===== src/common/apor_defines.vh =====
`ifndef APOR_DEFINES_VH
`define APOR_DEFINES_VH

// ----------------------------------------
// Register offsets
// ----------------------------------------
`define APOR_LEFT_STATE_UP_ADDR 8'h25
`define APOR_RIGHT_OVR_LO_ADDR 8'h26
`define APOR_RIGHT_OVR_UP_ADDR 8'h27
`define APOR_RIGHT_STATE_LO_ADDR 8'h28
`define APOR_RIGHT_STATE_UP_ADDR 8'h29

// ----------------------------------------
// Reset values
// ----------------------------------------
`define APOR_LEFT_STATE_UP_RST 8'h00
`define APOR_RIGHT_OVR_LO_RST 8'h00
`define APOR_RIGHT_OVR_UP_RST 8'h00
`define APOR_RIGHT_STATE_LO_RST 8'h00
`define APOR_RIGHT_STATE_UP_RST 8'h00

// ----------------------------------------
// Field positions, upper registers
// ----------------------------------------
`define APOR_GAIN_BIT 7
`define APOR_MUTE_BIT 6
`define APOR_DUMMY_MUTE_BIT 5
`define APOR_CHARGE_PUMP_BIT 4
`define APOR_OFFSET_CAL_BIT 3
`define APOR_SHORT_PROT_BIT 2
`define APOR_IMP_SENSE_BIT 1
`define APOR_IMP_WHOLE_BIT 0

// ----------------------------------------
// Field positions, lower registers
// ----------------------------------------
`define APOR_CONV_BIT 4
`define APOR_DRIVER_BIT 3
`define APOR_BIAS_BIT 2
`define APOR_CM_FEEDBACK_BIT 1
`define APOR_OUT_STAGE_BIT 0
`define APOR_LO_FIELD_MSB 4
`define APOR_RSVD_UP_BIT 4

`endif


===== src/verilog/apor_regs.v =====
// Function
// - Bit 7 of 0x25 forces left gain control power; 1 up, reset 0.
// - Bits 6,5 of 0x25 force left mute and dummy mute power; reset 0.
// - Bit 4 of 0x25 forces negative charge pump power; reset 0.
// - Bits 3,2,1 of 0x25 force left offset cal, short prot, imp sense.
// - Bit 0 of 0x25 forces left whole-power-down impedance sense; reset 0.
// - 0x26 bits 4..0 are right lower-group override enables; 7..5 reserved.
// - 0x27 bits 7,6,5 override right gain, mute, dummy mute; bit 4 reserved.
// - 0x27 bits 3,2,1 override right offset cal, short prot, imp sense.
// - 0x27 bit 0 overrides right whole-power-down impedance sense; reset 0.
// - 0x28 bits 4..0 hold right lower-group forced states; reset 0.
// - 0x29 holds right upper-group forced states; bit 4 reserved; reset 0.
`timescale 1ns/10ps
`include "apor_defines.vh"

module apor_regs #(
    parameter ADDR_W = 8,
    parameter DATA_W = 8
) (
    // Clock and reset
    input wire CLK,
    input wire RESET_N,
    // Register port from the serial control decoder
    input wire [ADDR_W-1:0] REG_ADDR,
    input wire [DATA_W-1:0] REG_WDATA,
    input wire REG_WR,
    output reg [DATA_W-1:0] REG_RDATA,
    // Normal power sequencing, right channel
    input wire [4:0] RIGHT_SEQ_PWR_LO,
    input wire [7:0] RIGHT_SEQ_PWR_UP,
    // Left forced states, charge pump at bit 4
    output wire [7:0] LEFT_FORCED_STATE,
    // Resolved right power controls, 1 means power up
    output wire [4:0] RIGHT_PWR_LO,
    output wire [7:0] RIGHT_PWR_UP
);

    // ----------------------------------------
    // Register storage
    // ----------------------------------------
    reg [7:0] left_state_up_q;
    reg [7:0] right_ovr_lo_q;
    reg [7:0] right_ovr_up_q;
    reg [7:0] right_state_lo_q;
    reg [7:0] right_state_up_q;

    wire wr_left_state_up;
    wire wr_right_ovr_lo;
    wire wr_right_ovr_up;
    wire wr_right_state_lo;
    wire wr_right_state_up;

    function hit;
        input [ADDR_W-1:0] addr;
        input [7:0] offs;
        begin
            hit = (addr == offs);
        end
    endfunction

    assign wr_left_state_up = REG_WR && hit(REG_ADDR, `APOR_LEFT_STATE_UP_ADDR);
    assign wr_right_ovr_lo = REG_WR && hit(REG_ADDR, `APOR_RIGHT_OVR_LO_ADDR);
    assign wr_right_ovr_up = REG_WR && hit(REG_ADDR, `APOR_RIGHT_OVR_UP_ADDR);
    assign wr_right_state_lo = REG_WR && hit(REG_ADDR, `APOR_RIGHT_STATE_LO_ADDR);
    assign wr_right_state_up = REG_WR && hit(REG_ADDR, `APOR_RIGHT_STATE_UP_ADDR);

    // Reserved bits are R/W storage and read back what was written
    always @(posedge CLK or negedge RESET_N) begin
        if (!RESET_N) begin
            left_state_up_q <= `APOR_LEFT_STATE_UP_RST;
            right_ovr_lo_q <= `APOR_RIGHT_OVR_LO_RST;
            right_ovr_up_q <= `APOR_RIGHT_OVR_UP_RST;
            right_state_lo_q <= `APOR_RIGHT_STATE_LO_RST;
            right_state_up_q <= `APOR_RIGHT_STATE_UP_RST;
        end else begin
            if (wr_left_state_up) begin
                left_state_up_q <= REG_WDATA[7:0];
            end
            if (wr_right_ovr_lo) begin
                right_ovr_lo_q <= REG_WDATA[7:0];
            end
            if (wr_right_ovr_up) begin
                right_ovr_up_q <= REG_WDATA[7:0];
            end
            if (wr_right_state_lo) begin
                right_state_lo_q <= REG_WDATA[7:0];
            end
            if (wr_right_state_up) begin
                right_state_up_q <= REG_WDATA[7:0];
            end
        end
    end

    // ----------------------------------------
    // Read back, one cycle after the address
    // ----------------------------------------
    always @(posedge CLK or negedge RESET_N) begin
        if (!RESET_N) begin
            REG_RDATA <= {DATA_W{1'b0}};
        end else begin
            case (REG_ADDR)
                `APOR_LEFT_STATE_UP_ADDR: begin
                    REG_RDATA <= left_state_up_q;
                end
                `APOR_RIGHT_OVR_LO_ADDR: begin
                    REG_RDATA <= right_ovr_lo_q;
                end
                `APOR_RIGHT_OVR_UP_ADDR: begin
                    REG_RDATA <= right_ovr_up_q;
                end
                `APOR_RIGHT_STATE_LO_ADDR: begin
                    REG_RDATA <= right_state_lo_q;
                end
                `APOR_RIGHT_STATE_UP_ADDR: begin
                    REG_RDATA <= right_state_up_q;
                end
                default: begin
                    // Unmapped offsets belong to other banks; answer zero
                    REG_RDATA <= {DATA_W{1'b0}};
                end
            endcase
        end
    end

    // ----------------------------------------
    // Named fields, left forced states
    // ----------------------------------------
    wire left_gain_pwr_state;
    wire left_mute_pwr_state;
    wire left_dummy_mute_pwr_state;
    wire charge_pump_pwr_state;
    wire left_offset_cal_pwr_state;
    wire left_short_prot_pwr_state;
    wire left_imp_sense_pwr_state;
    wire left_imp_whole_pwr_state;

    assign left_gain_pwr_state = left_state_up_q[`APOR_GAIN_BIT];
    assign left_mute_pwr_state = left_state_up_q[`APOR_MUTE_BIT];
    assign left_dummy_mute_pwr_state = left_state_up_q[`APOR_DUMMY_MUTE_BIT];
    assign charge_pump_pwr_state = left_state_up_q[`APOR_CHARGE_PUMP_BIT];
    assign left_offset_cal_pwr_state = left_state_up_q[`APOR_OFFSET_CAL_BIT];
    assign left_short_prot_pwr_state = left_state_up_q[`APOR_SHORT_PROT_BIT];
    assign left_imp_sense_pwr_state = left_state_up_q[`APOR_IMP_SENSE_BIT];
    assign left_imp_whole_pwr_state = left_state_up_q[`APOR_IMP_WHOLE_BIT];

    // ----------------------------------------
    // Named fields, right override enables
    // ----------------------------------------
    wire right_conv_force_en;
    wire right_driver_force_en;
    wire right_bias_force_en;
    wire right_cm_feedback_force_en;
    wire right_out_stage_force_en;
    wire right_gain_force_en;
    wire right_mute_force_en;
    wire right_dummy_mute_force_en;
    wire right_offset_cal_force_en;
    wire right_short_prot_force_en;
    wire right_imp_sense_force_en;
    wire right_imp_whole_force_en;

    assign right_conv_force_en = right_ovr_lo_q[`APOR_CONV_BIT];
    assign right_driver_force_en = right_ovr_lo_q[`APOR_DRIVER_BIT];
    assign right_bias_force_en = right_ovr_lo_q[`APOR_BIAS_BIT];
    assign right_cm_feedback_force_en = right_ovr_lo_q[`APOR_CM_FEEDBACK_BIT];
    assign right_out_stage_force_en = right_ovr_lo_q[`APOR_OUT_STAGE_BIT];
    assign right_gain_force_en = right_ovr_up_q[`APOR_GAIN_BIT];
    assign right_mute_force_en = right_ovr_up_q[`APOR_MUTE_BIT];
    assign right_dummy_mute_force_en = right_ovr_up_q[`APOR_DUMMY_MUTE_BIT];
    assign right_offset_cal_force_en = right_ovr_up_q[`APOR_OFFSET_CAL_BIT];
    assign right_short_prot_force_en = right_ovr_up_q[`APOR_SHORT_PROT_BIT];
    assign right_imp_sense_force_en = right_ovr_up_q[`APOR_IMP_SENSE_BIT];
    assign right_imp_whole_force_en = right_ovr_up_q[`APOR_IMP_WHOLE_BIT];

    // ----------------------------------------
    // Named fields, right forced states
    // ----------------------------------------
    wire right_conv_pwr_state;
    wire right_driver_pwr_state;
    wire right_bias_pwr_state;
    wire right_cm_feedback_pwr_state;
    wire right_out_stage_pwr_state;
    wire right_gain_pwr_state;
    wire right_mute_pwr_state;
    wire right_dummy_mute_pwr_state;
    wire right_offset_cal_pwr_state;
    wire right_short_prot_pwr_state;
    wire right_imp_sense_pwr_state;
    wire right_imp_whole_pwr_state;

    assign right_conv_pwr_state = right_state_lo_q[`APOR_CONV_BIT];
    assign right_driver_pwr_state = right_state_lo_q[`APOR_DRIVER_BIT];
    assign right_bias_pwr_state = right_state_lo_q[`APOR_BIAS_BIT];
    assign right_cm_feedback_pwr_state = right_state_lo_q[`APOR_CM_FEEDBACK_BIT];
    assign right_out_stage_pwr_state = right_state_lo_q[`APOR_OUT_STAGE_BIT];
    assign right_gain_pwr_state = right_state_up_q[`APOR_GAIN_BIT];
    assign right_mute_pwr_state = right_state_up_q[`APOR_MUTE_BIT];
    assign right_dummy_mute_pwr_state = right_state_up_q[`APOR_DUMMY_MUTE_BIT];
    assign right_offset_cal_pwr_state = right_state_up_q[`APOR_OFFSET_CAL_BIT];
    assign right_short_prot_pwr_state = right_state_up_q[`APOR_SHORT_PROT_BIT];
    assign right_imp_sense_pwr_state = right_state_up_q[`APOR_IMP_SENSE_BIT];
    assign right_imp_whole_pwr_state = right_state_up_q[`APOR_IMP_WHOLE_BIT];

    // ----------------------------------------
    // Power control resolution
    // ----------------------------------------
    wire [4:0] ovr_lo_vec;
    wire [4:0] state_lo_vec;
    wire [7:0] ovr_up_vec;
    wire [7:0] state_up_vec;

    // Override set takes the state bit, clear takes the sequencer
    function pick;
        input ovr;
        input state;
        input seq;
        begin
            pick = ovr ? state : seq;
        end
    endfunction

    // Left overrides live outside this bank, so states go out raw
    assign LEFT_FORCED_STATE = {left_gain_pwr_state, left_mute_pwr_state,
        left_dummy_mute_pwr_state, charge_pump_pwr_state, left_offset_cal_pwr_state,
        left_short_prot_pwr_state, left_imp_sense_pwr_state,
        left_imp_whole_pwr_state};

    assign ovr_lo_vec = {right_conv_force_en, right_driver_force_en, right_bias_force_en,
        right_cm_feedback_force_en, right_out_stage_force_en};
    assign state_lo_vec = {right_conv_pwr_state, right_driver_pwr_state, right_bias_pwr_state,
        right_cm_feedback_pwr_state, right_out_stage_pwr_state};
    // Reserved bit 4 has no sub-block: a hard zero override lets sequencing pass
    assign ovr_up_vec = {right_gain_force_en, right_mute_force_en, right_dummy_mute_force_en,
        1'b0, right_offset_cal_force_en, right_short_prot_force_en,
        right_imp_sense_force_en, right_imp_whole_force_en};
    assign state_up_vec = {right_gain_pwr_state, right_mute_pwr_state,
        right_dummy_mute_pwr_state, 1'b0, right_offset_cal_pwr_state,
        right_short_prot_pwr_state, right_imp_sense_pwr_state,
        right_imp_whole_pwr_state};

    genvar i;
    generate
        for (i = 0; i <= `APOR_LO_FIELD_MSB; i = i + 1) begin : g_lo
            assign RIGHT_PWR_LO[i] = pick(ovr_lo_vec[i], state_lo_vec[i],
                RIGHT_SEQ_PWR_LO[i]);
        end
        for (i = 0; i < 8; i = i + 1) begin : g_up
            assign RIGHT_PWR_UP[i] = pick(ovr_up_vec[i], state_up_vec[i],
                RIGHT_SEQ_PWR_UP[i]);
        end
    endgenerate

endmodule // apor_regs


===== config.mk =====
export PLATFORM = sky130hd
export DESIGN_NAME = apor_regs
export DESIGN_NICKNAME = d
export VERILOG_FILES = /design/src/verilog/apor_regs.v
export VERILOG_INCLUDE_DIRS = /design/src /design/src/common
export SDC_FILE = /design/constraint.sdc
export NUM_CORES = 1
export LEC_CHECK = 0
export ABC_AREA = 1
export BUFFER_PORTS_ARGS = -buffer_cell sky130_fd_sc_hd__buf_2
export CORE_ASPECT_RATIO = 1.1
export CORE_MARGIN = 2
export CORE_UTILIZATION = 48
export DETAILED_ROUTE_END_ITERATION = 10
export PLACE_DENSITY_LB_ADDON = 0.08
export SETUP_SLACK_MARGIN = 0.2
export SLEW_MARGIN = 20
export SYNTH_ARGS = -nofsm -noshare
export SYNTH_HDL_FRONTEND = slang
export SYNTH_SLANG_ARGS = --single-unit

===== constraint.sdc =====
create_clock -name CLK -period 0.84 [get_ports CLK]
set_clock_uncertainty 0.05 [all_clocks]
set_input_delay 0.084 -clock CLK [delete_from_list [all_inputs] [get_ports CLK]]
set_output_delay 0.084 -clock CLK [all_outputs]
set_load 0.01 [all_outputs]

==> results.toml <==
[outcome]
status = "finished, violations left"
violations = "negative hold slack, negative setup slack"

[synthesis]
yosysWarnings = 0
syn-cell-area_um2 = 2555
netlist_instances = 320
synth_flop_cell = "dfrtp_1"
mappedNetlistNets = 352
synth_top_cell_area_share = 0.4701
synth-seq-cells = 48
syn_area_per_cell_um2 = 7.984
synth_area_leaders = "dfrtp_1 47%, nand2_1 15%, inv_1 6.2%"
synth_commonest_cells = "105 x nand2_1, 48 x dfrtp_1, 42 x inv_1"
synth_cell_types = 21
yosysMostFrequentCell = "nand2_1"
synth_edf_count = 0
async_flop_share = 1.000
ys_seq_area_frac = 0.4701
synth_top_area_cell = "dfrtp_1"

[timing]
relSlewSlack = 0.8049
period_share = 1.408
fmax_mhz = 845.7
setup_ws_ns = -0.3425
worstMarginPinSlew_ns = 0.2919
setup_viol = 64
drv_slew = 0
rsz0062_at_grt = "yes"
hold_viol_final = 1
hold_ws_ns = -0.002670
finalCriticalPeriod_ns = 1.182

[global_route]
grt_start_max_net_pins = 31
grt_pass1_vias = 2544
grt_overflow = 0
grt_usage = 0.2720
antenna_found_initial = 0
grt_pass1_wl_um = 12140

[placed_design]
dp_hpwl_um = 4728
post-place-ws_ns = -0.4976
io_buffers = 58
placed_area_um2 = 3173
gp_congestion = 0.8621

[routing]
drtIter0Drc = 264
dr.pass1.iters = 5
totalWireLength_um = 7979
vias = 2715
wl_per_cell_um = 15.55
ant_nets = 0
route.detailed.drc = 0
vias_per_cell = 5.292

[setup_path]
cp_top_family = "flip-flops"
worstPathMaxFanout = 3
crit_slowest_cell = "dfrtp_1"
cp-end-kind = "primary output"
critPathBufInv = 2
startpoint_type = "register"
cp.required_ns = 0.71
crit_chain = "inv_2, nand2_2, o21ai_2, buf_2"
max_stage_delay_ns = 0.42
critPathArrivalTime_ns = 1.05
worst-setup-path-type = "register to primary output"

[power]
combinationalPowerShare = 0.245
ir_worst_vdd_v = 0.001133
clockPowerShare = 0.275
p_sw_frac = 0.2843
leakage_uw = 0.002263
p_total_uw = 5259
switchingPower_uw = 1495
power_density_nw_per_um2 = 1253
p_int_uw = 3764
p_seq_frac = 0.480

[worst_hold_path]
hold_class = "input pin to register"

[cts]
cts.sinks = 48
tritoncts = "done"
cts.htree.levels = 2
cts_root_buf = "clkbuf_8"
clock_path_buffers = 2
clk_pin_slew_worst_paths_ns = 0.09
clk_latency_ns = 0.31
cts_made_buffers = 5

[floorplan]
die_h_um = 80.52
start_util = 0.5042
core-area_um2 = 5067
pin_count = 61
die_w_um = 73.56
core.rowCount = 27
dieArea_um2 = 5923

[final_layout]
drive_gt1_frac = 0.5670
final_net_count = 486
antenna_cells = 0
fillCellCount = 316
syn2layout_area_growth_pct = 64.25
final_area_um2 = 4197

[flow_run]
drv_cap = 0
-- metrics by stage --
step | setup TNS (ns) | utilization | hold slack [ns] | cells
4_1_cts | -6.714 | 0.7677 | 0.0002103 | 502
6_report | -7.840 | 0.8281 | -0.002670 | 513
5_1_grt | -10.79 | 0.8281 | 0.01171 | 513
2_1_floorplan | -6.781 | - | -0.2616 | 320
3_3_place_gp | -19.87 | 0.6262 | -0.1237 | 449
3_5_place_dp | -20.72 | 0.6262 | -0.1266 | 449
-- worst register-to-register path, cell delays in order, from the launching register on --
cell     delay, ns
dfrtp_1       0.41
inv_2         0.07
buf_6         0.11
buf_6         0.10
buf_6         0.10
buf_6         0.10
o21ai_2       0.09
-- flip-flops by register name, summed over array words and instances (netlist names) --
signal / cells
right_state_lo_q: 8
REG_RDATA: 8
right_ovr_up_q: 8
LEFT_FORCED_STATE: 8
right_ovr_lo_q: 8
right_state_up_q: 8
-- layer usage --
metal | GRT usage | share of wire | vias to the layer above
li1 | - | - | 1290
met1 | 0.3544 | 0.40 | 1276
met3 | 0.03890 | 0.063 | 25
met5 | 0 | 0 | -
met2 | 0.4554 | 0.50 | 124
met4 | 0.1000 | 0.034 | 0
-- final cells by class --
type,instances,area (µm²),area share
multi-input combinational,222,1448,0.3450
inverter,44,197.7,0.04711
tap,58,72.57,0.01729
sequential,48,1201,0.2862
timing repair buffer,133,1187,0.2829
clock buffer,8,90.09,0.02147
-- power groups by stage --
stage / combinational, µW / sequential, µW / clock [µW]
floorplan: 396 / 2550 / 0
global placement: 764 / 2560 / 0
detailed placement: 776 / 2560 / 0
CTS: 1120 / 2510 / 1450
global route: 1390 / 2540 / 1550
finish: 1290 / 2520 / 1440
-- cell usage in the layout, fill, tap and decap left out, drive strengths merged --
master	Yosys	routed
buf	9	130
clkbuf	1	10
clkinv	2	2
clkinvlp	0	1
dfrtp	48	48
dlygate4sd3	0	1
inv	42	41
nand2	114	114
nand3	17	18
nand4	17	18
nor2	25	27
o21ai	45	45
-- logic make-up after synthesis --
family,after synthesis,share of synthesized area
flip-flops,48,0.4701
AO/OA/AOI/OAI,45,0.09403
AND/OR/NAND/NOR,173,0.3379
buffers and inverters,54,0.09794
-- path summary, 6_finish.rpt --
path | cells past startpoint | slack, ns | startpoint | endpoint
hold reg to reg | 2 | 0.47 | right_ovr_lo_q[6]$_DFFE_PN0P_ | right_ovr_lo_q[6]$_DFFE_PN0P_
max in group asynchronous | 3 | 0.27 | RESET_N | right_ovr_up_q[2]$_DFFE_PN0P_
setup reg to reg | 6 | -0.25 | right_ovr_up_q[0]$_DFFE_PN0P_ | right_ovr_up_q[0]$_DFFE_PN0P_
setup / recovery | 4 | -0.34 | right_ovr_lo_q[0]$_DFFE_PN0P_ | RIGHT_PWR_LO[0]
min in group asynchronous | 2 | 0.10 | RESET_N | right_ovr_lo_q[6]$_DFFE_PN0P_
hold / removal | 3 | -0.003 | REG_WDATA[1] | LEFT_FORCED_STATE[1]$_DFFE_PN0P_
-- timing repair --
item	CTS	global route
endpoints found under the hold margin	48	0
hold buffers	1	0
gates cloned	4	1
setup endpoints to repair	76	90
pin swaps	49	35
setup buffers	40	10
gates resized for setup	74	57
No activity file was read; power rests on OpenSTA's default activity.
